### config.mk
export PLATFORM = sky130hd
export DESIGN_NAME = hisc_ctrl
export DESIGN_NICKNAME = d
export VERILOG_FILES = /design/src/rtl/hisc_pkg.sv /design/src/rtl/hisc_gate.sv /design/src/rtl/hisc_ctrl.sv
export SDC_FILE = /design/constraint.sdc
export NUM_CORES = 1
export LEC_CHECK = 0
export BUFFER_PORTS_ARGS = -buffer_cell sky130_fd_sc_hd__buf_2
export CAP_MARGIN = 10
export CORE_ASPECT_RATIO = 1.75
export CORE_MARGIN = 3
export CORE_UTILIZATION = 37
export CTS_CLUSTER_DIAMETER = 40
export DETAILED_ROUTE_END_ITERATION = 8
export GPL_TIMING_DRIVEN = 0
export PLACE_DENSITY = 0.76
export SYNTH_ARGS = -nofsm -noshare
export SYNTH_HDL_FRONTEND = slang
export SYNTH_HIERARCHICAL = 1
export SYNTH_SLANG_ARGS = --single-unit
### constraint.sdc
create_clock -name MCLK -period 2.6 [get_ports MCLK]
set_input_delay 0.13 -clock MCLK [delete_from_list [all_inputs] [get_ports MCLK]]
set_output_delay 0.13 -clock MCLK [all_outputs]
set_load 0.02 [all_outputs]
### src/rtl/hisc_pkg.sv
// Constants and types shared by the HALT / IDLE standby controller.
// Assumes a single clock MCLK and a synchronous active-high reset.
// Overview of operation
// - Reset pin or watchdog reset in HALT runs the ordinary reset sequence.
// - HALT freezes CPU state and RAM by stopping the CPU clock and holding RAM.
// - Ports keep their output state and configuration throughout HALT.
// - Real-time counter runs in standby if subclock present or main divider selected.
// - A D/A conversion started before HALT completes, then its output is held; real-time mode keeps the converter clocked.
// - IDLE entered when select bit is 0 and stop bit written as 1.
// - IDLE keeps oscillator on, gates CPU and peripherals except externally clocked serial, running RTC and busy D/A.
// - Internal RAM contents are held throughout IDLE.
// - Leaving IDLE returns to normal at once, no stabilisation wait.
// - IDLE ends on non-maskable, unmasked external, unmasked running peripheral, or reset.
// - Any non-maskable or unmasked maskable request ends standby regardless of priority.
// - In a routine, a lower-priority request only wakes; it stays pending.
// - In a routine, a higher-priority or non-maskable request wakes and is acknowledged.
// - After a non-maskable wake, execution always branches to its handler.
// - Maskable wake with interrupts disabled resumes at the next instruction.
// - HALT entered by halt instruction; CPU and ROM controller clocks are gated, RTC and D/A as above.
// - HALT ends on interrupts, reset pin or watchdog, with IDLE priority handling.
package hisc_pkg;

    localparam int unsigned N_EXT_IRQ   = 7;
    localparam int unsigned N_CSI       = 5;
    localparam int unsigned PRIO_W      = 3;
    localparam int unsigned N_CLK_EN    = 12;

    // Clock-enable bit positions
    localparam int unsigned CE_CPU      = 0;
    localparam int unsigned CE_ROMC     = 1;
    localparam int unsigned CE_DMA      = 2;
    localparam int unsigned CE_INTC     = 3;
    localparam int unsigned CE_TMR_WIDE = 4;
    localparam int unsigned CE_TMR_NARR = 5;
    localparam int unsigned CE_WDT      = 6;
    localparam int unsigned CE_UART     = 7;
    localparam int unsigned CE_I2C      = 8;
    localparam int unsigned CE_RTC      = 9;
    localparam int unsigned CE_ADC      = 10;
    localparam int unsigned CE_DAC      = 11;

    // Reset values
    localparam logic                RST_SELECT_BIT = 1'b0;
    localparam logic [N_CLK_EN-1:0] RST_CLK_EN     = 12'hfff;
    localparam logic [N_CSI-1:0]    RST_CSI_EN     = 5'h1f;

    typedef enum logic [1:0] {
        HISC_NORMAL = 2'b00,
        HISC_HALT   = 2'b01,
        HISC_IDLE   = 2'b11
    } hisc_mode_t;

endpackage : hisc_pkg

### src/rtl/hisc_gate.sv
// Registered enable bank: one flip-flop per gated clock enable.
// Assumes the enables drive glitch-free clock gates outside this block.
`timescale 1ns/100ps
`default_nettype none
module hisc_gate #(
    parameter int unsigned W       = 1,
    parameter logic [W-1:0] RST_VAL = '1
) (
    // Clock and reset
    input  wire logic         clk,
    input  wire logic         srst,
    // Enables
    input  wire logic [W-1:0] nxt_en,
    output logic      [W-1:0] en
);

    logic [W-1:0] en_ff;

    // Refuse an empty bank at elaboration
    if (W < 1) begin : g_bad_w
        $error("hisc_gate: W must be at least 1");
    end

    always_ff @(posedge clk) begin
        if (srst) begin
            en_ff <= RST_VAL;
        end else begin
            en_ff <= nxt_en;
        end
    end

    assign en = en_ff;

endmodule : hisc_gate
`default_nettype wire

### src/rtl/hisc_ctrl.sv
// HALT / IDLE standby controller: mode state, clock gating, wake decision.
// Assumes the CPU core gives one-cycle strobes for the halt instruction and
// for stores to the two power-save registers, and that the interrupt
// controller supplies priorities (lower number means higher priority).
`timescale 1ns/100ps
`default_nettype none
module hisc_ctrl (
    // Clock and reset
    input  wire logic                              MCLK,
    input  wire logic                              SRST,
    // Reset sources
    input  wire logic                              RESET_PIN,
    input  wire logic                              WDT_RESET,
    // CPU core strobes
    input  wire logic                              HALT_EXEC,
    input  wire logic                              MODE_REG_WR,
    input  wire logic                              MODE_REG_WDATA,
    input  wire logic                              CTRL_REG_WR,
    input  wire logic                              CTRL_REG_WDATA,
    // Interrupt requests and status
    input  wire logic                              NMI_REQ,
    input  wire logic [hisc_pkg::N_EXT_IRQ-1:0]    EXTERNAL_IRQ_PINS,
    input  wire logic [hisc_pkg::N_EXT_IRQ-1:0]    EXT_IRQ_MASK,
    input  wire logic                              PERIPH_IRQ,
    input  wire logic                              PERIPH_IRQ_MASK,
    input  wire logic [hisc_pkg::PRIO_W-1:0]       REQ_PRIO,
    input  wire logic [hisc_pkg::PRIO_W-1:0]       SERVICE_PRIO,
    input  wire logic                              IN_SERVICE,
    input  wire logic                              IRQ_ENABLED_STATE,
    // Peripheral clock configuration
    input  wire logic                              SUBCLK_PRESENT,
    input  wire logic                              RTC_MAIN_DIV_SEL,
    input  wire logic [hisc_pkg::N_CSI-1:0]        CSI_EXT_CLK_SEL,
    input  wire logic                              DAC_BUSY,
    input  wire logic                              DAC_REALTIME,
    // Clock gating
    output logic                                   MAIN_OSC_EN,
    output logic      [hisc_pkg::N_CLK_EN-1:0]     CLK_EN,
    output logic      [hisc_pkg::N_CSI-1:0]        CSI_CLK_EN,
    // State holding
    output logic                                   PORT_HOLD,
    output logic                                   RAM_HOLD,
    output logic      [1:0]                        MODE,
    // Wake and reset results
    output logic                                   SYS_RESET_REQ,
    output logic                                   WAKE,
    output logic                                   IRQ_ACK,
    output logic                                   NMI_BRANCH,
    output logic                                   RESUME_NEXT,
    output logic                                   KEEP_PENDING
);
    import hisc_pkg::*;

    hisc_mode_t              mode_ff;
    hisc_mode_t              nxt_mode;
    logic                    select_ff;
    logic                    nxt_select;
    logic                    hold_ff;
    logic                    nxt_hold;
    logic                    rst_ff;
    logic                    nxt_rst;
    logic [4:0]              wake_ff;
    logic [4:0]              nxt_wake;
    logic [N_CLK_EN-1:0]     nxt_clk_en;
    logic [N_CSI-1:0]        nxt_csi_en;
    logic                    maskable_req;
    logic                    wake_req;
    logic                    reset_req;
    logic                    take_irq;

    assign maskable_req = (|(EXTERNAL_IRQ_PINS & ~EXT_IRQ_MASK))
                        | (PERIPH_IRQ & ~PERIPH_IRQ_MASK);
    assign wake_req     = NMI_REQ | maskable_req;
    assign reset_req    = RESET_PIN | (WDT_RESET & (mode_ff != HISC_IDLE));
    // Maskable request taken only when enabled and, inside a routine, of higher priority
    assign take_irq     = IRQ_ENABLED_STATE & (~IN_SERVICE | (REQ_PRIO < SERVICE_PRIO));

    // Mode state and wake decision
    always_comb begin
        nxt_mode   = mode_ff;
        nxt_select = select_ff;
        nxt_rst    = 1'b0;
        nxt_wake   = 5'h00;
        if (MODE_REG_WR) begin
            nxt_select = MODE_REG_WDATA;
        end
        if (reset_req) begin
            nxt_mode   = HISC_NORMAL;
            nxt_select = RST_SELECT_BIT;
            nxt_rst    = 1'b1;
        end else begin
            unique case (mode_ff)
                HISC_NORMAL: begin
                    if (HALT_EXEC) begin
                        nxt_mode = HISC_HALT;
                    end else if (CTRL_REG_WR && CTRL_REG_WDATA && !select_ff) begin
                        nxt_mode = HISC_IDLE;
                    end
                end
                HISC_HALT, HISC_IDLE: begin
                    if (wake_req) begin
                        // Straight back to normal: the oscillator never stopped
                        nxt_mode = HISC_NORMAL;
                        // Bits from 0: wake, keep pending, resume next, nmi branch, ack
                        if (NMI_REQ) begin
                            nxt_wake = 5'h19;
                        end else if (take_irq) begin
                            nxt_wake = 5'h11;
                        end else if (!IRQ_ENABLED_STATE) begin
                            nxt_wake = 5'h07;
                        end else begin
                            nxt_wake = 5'h07;
                        end
                    end
                end
            endcase
        end
    end

    always_ff @(posedge MCLK) begin
        if (SRST) begin
            mode_ff   <= HISC_NORMAL;
            select_ff <= RST_SELECT_BIT;
            rst_ff    <= 1'b0;
            wake_ff   <= 5'h00;
        end else begin
            mode_ff   <= nxt_mode;
            select_ff <= nxt_select;
            rst_ff    <= nxt_rst;
            wake_ff   <= nxt_wake;
        end
    end

    // Clock enables follow the next mode so gating lines up with the state change
    always_comb begin
        nxt_hold   = (nxt_mode != HISC_NORMAL);
        nxt_clk_en = RST_CLK_EN;
        nxt_csi_en = RST_CSI_EN;
        unique case (nxt_mode)
            HISC_NORMAL: begin
                nxt_clk_en = RST_CLK_EN;
            end
            HISC_HALT: begin
                nxt_clk_en[CE_CPU]  = 1'b0;
                nxt_clk_en[CE_ROMC] = 1'b0;
                nxt_clk_en[CE_RTC]  = SUBCLK_PRESENT | RTC_MAIN_DIV_SEL;
                // Finish a running conversion, then hold the output; real-time mode keeps the converter clocked
                nxt_clk_en[CE_DAC]  = DAC_BUSY | DAC_REALTIME;
            end
            HISC_IDLE: begin
                nxt_clk_en          = '0;
                nxt_clk_en[CE_RTC]  = SUBCLK_PRESENT | RTC_MAIN_DIV_SEL;
                nxt_clk_en[CE_ADC]  = 1'b0;
                nxt_clk_en[CE_DAC]  = DAC_BUSY;
                nxt_csi_en          = CSI_EXT_CLK_SEL;
            end
        endcase
    end

    always_ff @(posedge MCLK) begin
        if (SRST) begin
            hold_ff <= 1'b0;
        end else begin
            hold_ff <= nxt_hold;
        end
    end

    hisc_gate #(
        .W       (N_CLK_EN + N_CSI),
        .RST_VAL ({RST_CSI_EN, RST_CLK_EN})
    ) u_gate (
        .clk     (MCLK),
        .srst    (SRST),
        .nxt_en  ({nxt_csi_en, nxt_clk_en}),
        .en      ({CSI_CLK_EN, CLK_EN})
    );

    // Oscillator runs in both modes; software stop mode is not handled here
    assign MAIN_OSC_EN   = 1'b1;
    assign PORT_HOLD     = hold_ff;
    assign RAM_HOLD      = hold_ff;
    assign MODE          = mode_ff;
    assign SYS_RESET_REQ = rst_ff;
    assign WAKE          = wake_ff[0];
    assign KEEP_PENDING  = wake_ff[1];
    assign RESUME_NEXT   = wake_ff[2];
    assign NMI_BRANCH    = wake_ff[3];
    assign IRQ_ACK       = wake_ff[4];

endmodule : hisc_ctrl
`default_nettype wire

==> reports/results.txt, run 1 <==
Total CTS buffers - 3
Seq/Total Area, Yosys - 0.509
Synth Area in XOR/XNOR - 0
Core footprint - 2550 um^2
DR WL/cell - 10.5 um
Most common cell after layout, fill and taps aside - buf_2
CP Data Required Time - 2.75 ns
H-tree lvl count - 1
Setup TNS - 0 ns
Die footprint - 3460 um^2
DRT Wirelength - 2120 um
First-pass GRT wire length - 3440 um
Syn_nets - 148
EDFF count, synth - 0
CTS max path bufs - 2
Grt total ovfl - 0
Die Span Y - 75.6 um
Crit path cell chain - nand2_1, or4_1, a221o_2, or2_1, or2_1
Vias - 933
Fmax achieved - 0.477 GHz
Pre-Repair DR Iteration Count - 4
Tightest Hold Check Type - input pin to flip-flop
Worst hold slack - 0.104 ns
Tot GR Track Use - 0.132
Arrival @ worst endpoint - 2.25 ns
Row count - 24
Final period util - 0.806
Simple-gate portion of the synthesized area - 0.285
CP startpoint kind - flip-flop
LEAKAGE - 0.696 nW
Mean area per synthesized cell - 9.94 um^2
RSZ-0062 raised after global routing - no
Crit end category - flip-flop
Ports - 71
Flop-to-flop setup slack - 0.50 ns
Setup violators final - 0
Largest net degree at the start of global routing - 15
Max Cap Viol - 0
1st-iter DRT viols - 23
Nets@finish - 222
Clock Latency Late Sink - 0.25 ns
Number of diodes - 0
Yosys warning total - 6
CP max-delay cell - or4_1
Most frequent cells in the layout - buf_2 (69), dfxtp_1 (26), or2_1 (22)
Setup Fix Bufs, Post-CTS - 0
Post_cts resized - 0
Max FO, Critical Path - 13
Pint - 0.585 mW
ANT nets after route - 0
Net load switching power - 0.150 mW
Post-synthesis cell count - 103
# DRC - 0
Status - complete, no violations
Vias per cell - 4.62
PD cells - 504 nW/um^2
CP Class - flip-flop to flip-flop
Number of global-route vias before repair - 882
Synthesized flop and latch total - 26
CTS tree - built
Mux contribution to synthesized area - 0.00978
Hold buffers post-CTS - 0
Starting Density - 0.401
Crit path top cell by count - or2_1
Detail Placement HPWL - 1840 um
Bufs and invs on worst path - 0
Post-Synth Adder-Cell Area - 0.0244
Non-Filler Instances - 202
Hold path endpoint - wake_ff[3]
Final hold vios - 0
Sequential share of power - 0.553
Placed cells - 198
Max VDD drop - 0.253 mV
Hold path startpoint - NMI_REQ
Asr flop ratio synth - 0
CTS clk-pin slew, worst paths - 0.08 ns
Crit-path max cell delay - 0.52 ns
Worst r2r path cells - 5
Clk root buf - clkbuf_8
Largest family of logic cells by synthesized area - simple AND/OR/NAND/NOR gates
Worst Skew - 0.00333 ns
Synthesized area - 1020 um^2
Worst reg2reg path startpoint - MODE[0]
Synth cell types - 33
Crit-path leading delay family - simple AND/OR/NAND/NOR gates
Hold path depth - 2
Area grow syn2layout - 42.3%
Initial antenna violation count - 0
Synth Area in Compound Gates - 0.106
Fraction of layout cells with a size suffix above 1 - 0.455
CTS sink cnt - 26
Worst r2r dst - u_gate/en[15]
Die X - 45.8 um
Port Buf Inserts - 69
Clock power frac - 0.329
Routability-driven placement congestion ratio - 0.756
Sw Share - 0.204
Gate power share - 0.117
Tmin final - 2.10 ns
Slew Limit Fails - 0
Dominant synthesized flop cell - dfxtp_1
## routing by layer
layer  wire length [um]  up-vias  share of wire  global-route usage
met5                  0        -              0                   0
met4                 26        0          0.012              0.0475
met3                270        2           0.13              0.0236
met2               1120       56           0.53               0.261
met1                702      391           0.33               0.127
li1                   -      484              -                   -
## layout make-up
class / instances / area [um^2]
buffer: 4 / 33.8
tap: 26 / 32.5
inverter: 8 / 30.0
fill: 231 / 1100
multi-input combinational: 65 / 439
sequential: 26 / 520
clock buffer: 4 / 55.1
timing repair buffer: 69 / 345
## Yosys cell counts, types with 2 or more instances
master	number	area, um^2
dfxtp_1	26	521
or2_1	22	138
inv_1	8	30.0
nor2_1	4	15.0
and2_1	3	18.8
buf_4	3	22.5
nor2b_1	3	18.8
or3_1	3	18.8
a21boi_0	2	15.0
a21o_1	2	15.0
a21oi_1	2	10.0
ha_1	2	25.0
nand2_1	2	7.51
o21ai_0	2	10.0
## worst max path at each step
stage | start | end | slack (ns) | cells after the start
floorplan | EXTERNAL_IRQ_PINS[1] | u_gate/en[15] | 0.52 | 6
global placement | EXTERNAL_IRQ_PINS[1] | u_gate/en[15] | 0.34 | 7
detailed placement | EXTERNAL_IRQ_PINS[1] | u_gate/en[15] | 0.31 | 7
CTS | MODE[0] | u_gate/en[15] | 0.51 | 5
global route | MODE[0] | u_gate/en[15] | 0.38 | 5
finish | MODE[0] | u_gate/en[15] | 0.50 | 5
## registers in the layout (all words and copies together), names as in the netlist
| name | count |
|---|---|
| SYS_RESET_REQ | 1 |
| u_gate/en | 17 |
| PORT_HOLD | 1 |
| select_ff | 1 |
| MODE | 2 |
| wake_ff | 4 |
## metrics by stage
stage,instance area [um^2],setup WS (ns),power (mW),utilization
2_1_floorplan,1020,0.524,0.457,-
3_3_place_gp,1400,0.342,0.499,0.549
3_5_place_dp,1400,0.312,0.503,0.549
4_1_cts,1460,0.505,0.746,0.571
5_1_grt,1460,0.385,0.777,0.571
6_report,1460,0.505,0.734,0.571
## power by group through the flow
stage               Clock [mW]  Combinational [mW]  Sequential, mW
floorplan                    0              0.0339           0.423
global placement             0              0.0840           0.415
finish                   0.242              0.0863           0.406
global route             0.272              0.0974           0.407
CTS                      0.252              0.0875           0.406
detailed placement           0              0.0873           0.416
## cell families (layout without fill, tap and decap cells)
family                     Yosys count  count (layout)
DFF                                 26              26
buffers and inverters               12              85
and+or+nand+nor                     46              46
AOI/OAI and AO/OA                   15              15
adders and majority gates            2               2
muxes                                1               1
other                                1               1
Power figures use the tool's default switching activity.
==> run 2: changes to the inputs <==
Clock period 2.6 ns to 2.1 ns, I/O delays scaled along.
==> run 2 against run 1 <==
Net effect: cell count grew 0.50%; non-clock buffer count did not move; first-iteration DRC count is 43% lower; utilization grew 0.69 points; fmax rose by 4.8%; clock skew rose by 0.00073 ns; combinational power rose by 26%; total power grew 24%; register-to-register slack got worse by 0.40 ns; largest power group unchanged.
==> reports/results.txt, run 2 (synthesized netlist as in run 1, its figures left out) <==
Tightest Hold Check Type - input pin to flip-flop (unchanged)
Hold buffers post-CTS - 0 (unchanged)
CTS max path bufs - 2 (unchanged)
Crit end category - flip-flop (unchanged)
CTS clk-pin slew, worst paths - 0.08 ns (about the same)
Number of diodes - 0 (unchanged)
Routability-driven placement congestion ratio - 0.756 (unchanged)
Crit path top cell by count - or2_1 (unchanged)
Crit-path leading delay family - simple AND/OR/NAND/NOR gates (unchanged)
CTS sink cnt - 26 (unchanged)
Vias per cell - 4.68 (was 4.62)
Number of global-route vias before repair - 882 (unchanged)
Largest net degree at the start of global routing - 15 (unchanged)
Non-Filler Instances - 203 (was 202)
Worst Skew - 0.00405 ns (was 0.00333 ns)
Fraction of layout cells with a size suffix above 1 - 0.463 (was 0.455)
LEAKAGE - 0.699 nW (was 0.696 nW)
Total CTS buffers - 3 (unchanged)
Setup violators final - 0 (unchanged)
Max VDD drop - 0.309 mV (was 0.253 mV)
Pre-Repair DR Iteration Count - 4 (unchanged)
Max FO, Critical Path - 7 (was 13)
Die Span Y - 75.6 um (unchanged)
DRT Wirelength - 2260 um (was 2120 um)
Slew Limit Fails - 0 (unchanged)
Hold path depth - 2 (unchanged)
CP startpoint - MODE[1] (was MODE[0])
Max Cap Viol - 0 (unchanged)
FF+latch area - 524 um^2 (was 520 um^2)
DR WL/cell - 11.1 um (was 10.5 um)
1st-iter DRT viols - 13 (was 23)
Crit path cell chain - nand2_1, or4_4, a221o_2, or2_1, or2_1 (was nand2_1, or4_1, a221o_2, or2_1, or2_1)
Clk root buf - clkbuf_8 (unchanged)
Initial antenna violation count - 0 (unchanged)
Fmax achieved - 0.500 GHz (was 0.477 GHz)
Bufs and invs on worst path - 0 (unchanged)
Nets@finish - 223 (was 222)
Detail Placement HPWL - 1840 um (unchanged)
Die X - 45.8 um (unchanged)
# DRC - 0 (unchanged)
Most frequent cells in the layout - buf_2 (69), dfxtp_1 (25), or2_1 (22) (was buf_2 (69), dfxtp_1 (26), or2_1 (22))
Tmin final - 2.00 ns (was 2.10 ns)
Final hold vios - 0 (unchanged)
Most common cell after layout, fill and taps aside - buf_2 (unchanged)
Setup Fix Bufs, Post-CTS - 0 (unchanged)
Worst r2r dst - u_gate/en[15] (unchanged)
CP max-delay cell - or4_4 (was or4_1)
Worst r2r path cells - 5 (unchanged)
Worst reg2reg path startpoint - MODE[1] (was MODE[0])
CP Class - flip-flop to flip-flop (unchanged)
Place WS - -0.163 ns (was 0.312 ns)
Port Buf Inserts - 69 (unchanged)
Final setup margin - 0.0999 ns (was 0.505 ns)
CP Data Required Time - 2.25 ns (was 2.75 ns)
Grt total ovfl - 0 (unchanged)
PD cells - 619 nW/um^2 (was 504 nW/um^2)
Hold path endpoint - wake_ff[3] (unchanged)
Starting Density - 0.401 (unchanged)
Flop-to-flop setup slack - 0.1 ns (was 0.50 ns)
CP startpoint kind - flip-flop (unchanged)
First-pass GRT wire length - 3440 um (unchanged)
Hold path startpoint - NMI_REQ (unchanged)
Clock Latency Late Sink - 0.26 ns (was 0.25 ns)
Number of flip-flops under the largest register name - 17 (unchanged)
Status - complete, no violations (unchanged)
CTS tree - built (unchanged)
H-tree lvl count - 1 (unchanged)
Ports - 71 (unchanged)
Setup TNS - 0 ns (unchanged)
Final period util - 0.952 (was 0.806)
Crit-path max cell delay - 0.52 ns (about the same)
RSZ-0062 raised after global routing - no (unchanged)
ANT nets after route - 0 (unchanged)
Area grow syn2layout - 44.0% (was 42.3%)
Die footprint - 3460 um^2 (unchanged)
Arrival @ worst endpoint - 2.15 ns (was 2.25 ns)
Area of the multi-input gates - 453 um^2 (was 439 um^2)
Placed cells - 198 (unchanged)
Core footprint - 2550 um^2 (unchanged)
Vias - 950 (was 933)
Layout fillers - 226 (was 231)
Row count - 24 (unchanged)
Tot GR Track Use - 0.132 (unchanged)
-- run 2: changes by cell type in the layout (fill, tap and decap cells not counted), sizes merged --
cell | before | now
a221o | 1 | 2
-- run 2: where the power goes --
group          internal (mW)  leakage, nW  total (mW)  switching, mW
registers              0.499        0.212       0.502        0.00347
clock network          0.167       0.0288       0.301          0.134
logic                 0.0576        0.459       0.109         0.0512
total                  0.723        0.699       0.912          0.189
-- run 2: timing repair --
item	4_1_cts	5_1_grt
endpoints found under the hold margin	0	0
endpoints found under the setup margin	0	5
resized for setup	0	3
-- run 2: worst max-delay path by stage --
stage,cells after the start,to
2_1_floorplan,5,u_gate/en[15]
3_3_place_gp,7,u_gate/en[15]
3_5_place_dp,7,u_gate/en[15]
4_1_cts,5,u_gate/en[15]
5_1_grt,5,u_gate/en[15]
6_report,5,u_gate/en[15]
-- run 2: final cells by class --
cell class,count,area share
Buffer,4,0.0229
Sequential cell,26,0.356
Multi-Input combinational cell,66,0.307
Timing Repair Buffer,69,0.234
Inverter,8,0.0204
Clock buffer,4,0.0374
Tap cell,26,0.0221
-- run 2: worst reg2reg max path: stages, from the launching register on --
cell     delay [ns]
dfxtp_1        0.39
nand2_1        0.13
or4_4          0.52
a221o_2        0.43
or2_1          0.21
or2_1          0.22
-- run 2: metal layers --
layer | wire [um] | part of all wire | track usage
met5 | 0 | 0 | 0
met2 | 1240 | 0.55 | 0.261
met3 | 280 | 0.12 | 0.0236
met4 | 26 | 0.011 | 0.0475
met1 | 714 | 0.32 | 0.127
-- run 2: stage by stage --
stage          cell area [um^2]  utilization  hold slack, ns  power [mW]
5_1_grt                    1470        0.577          0.0796       0.965
3_5_place_dp               1400        0.549           0.352       0.623
3_3_place_gp               1400        0.549           0.351       0.618
4_1_cts                    1460        0.571          0.0796       0.923
2_1_floorplan              1020            -           0.177       0.565
6_report                   1470        0.577          0.0773       0.912
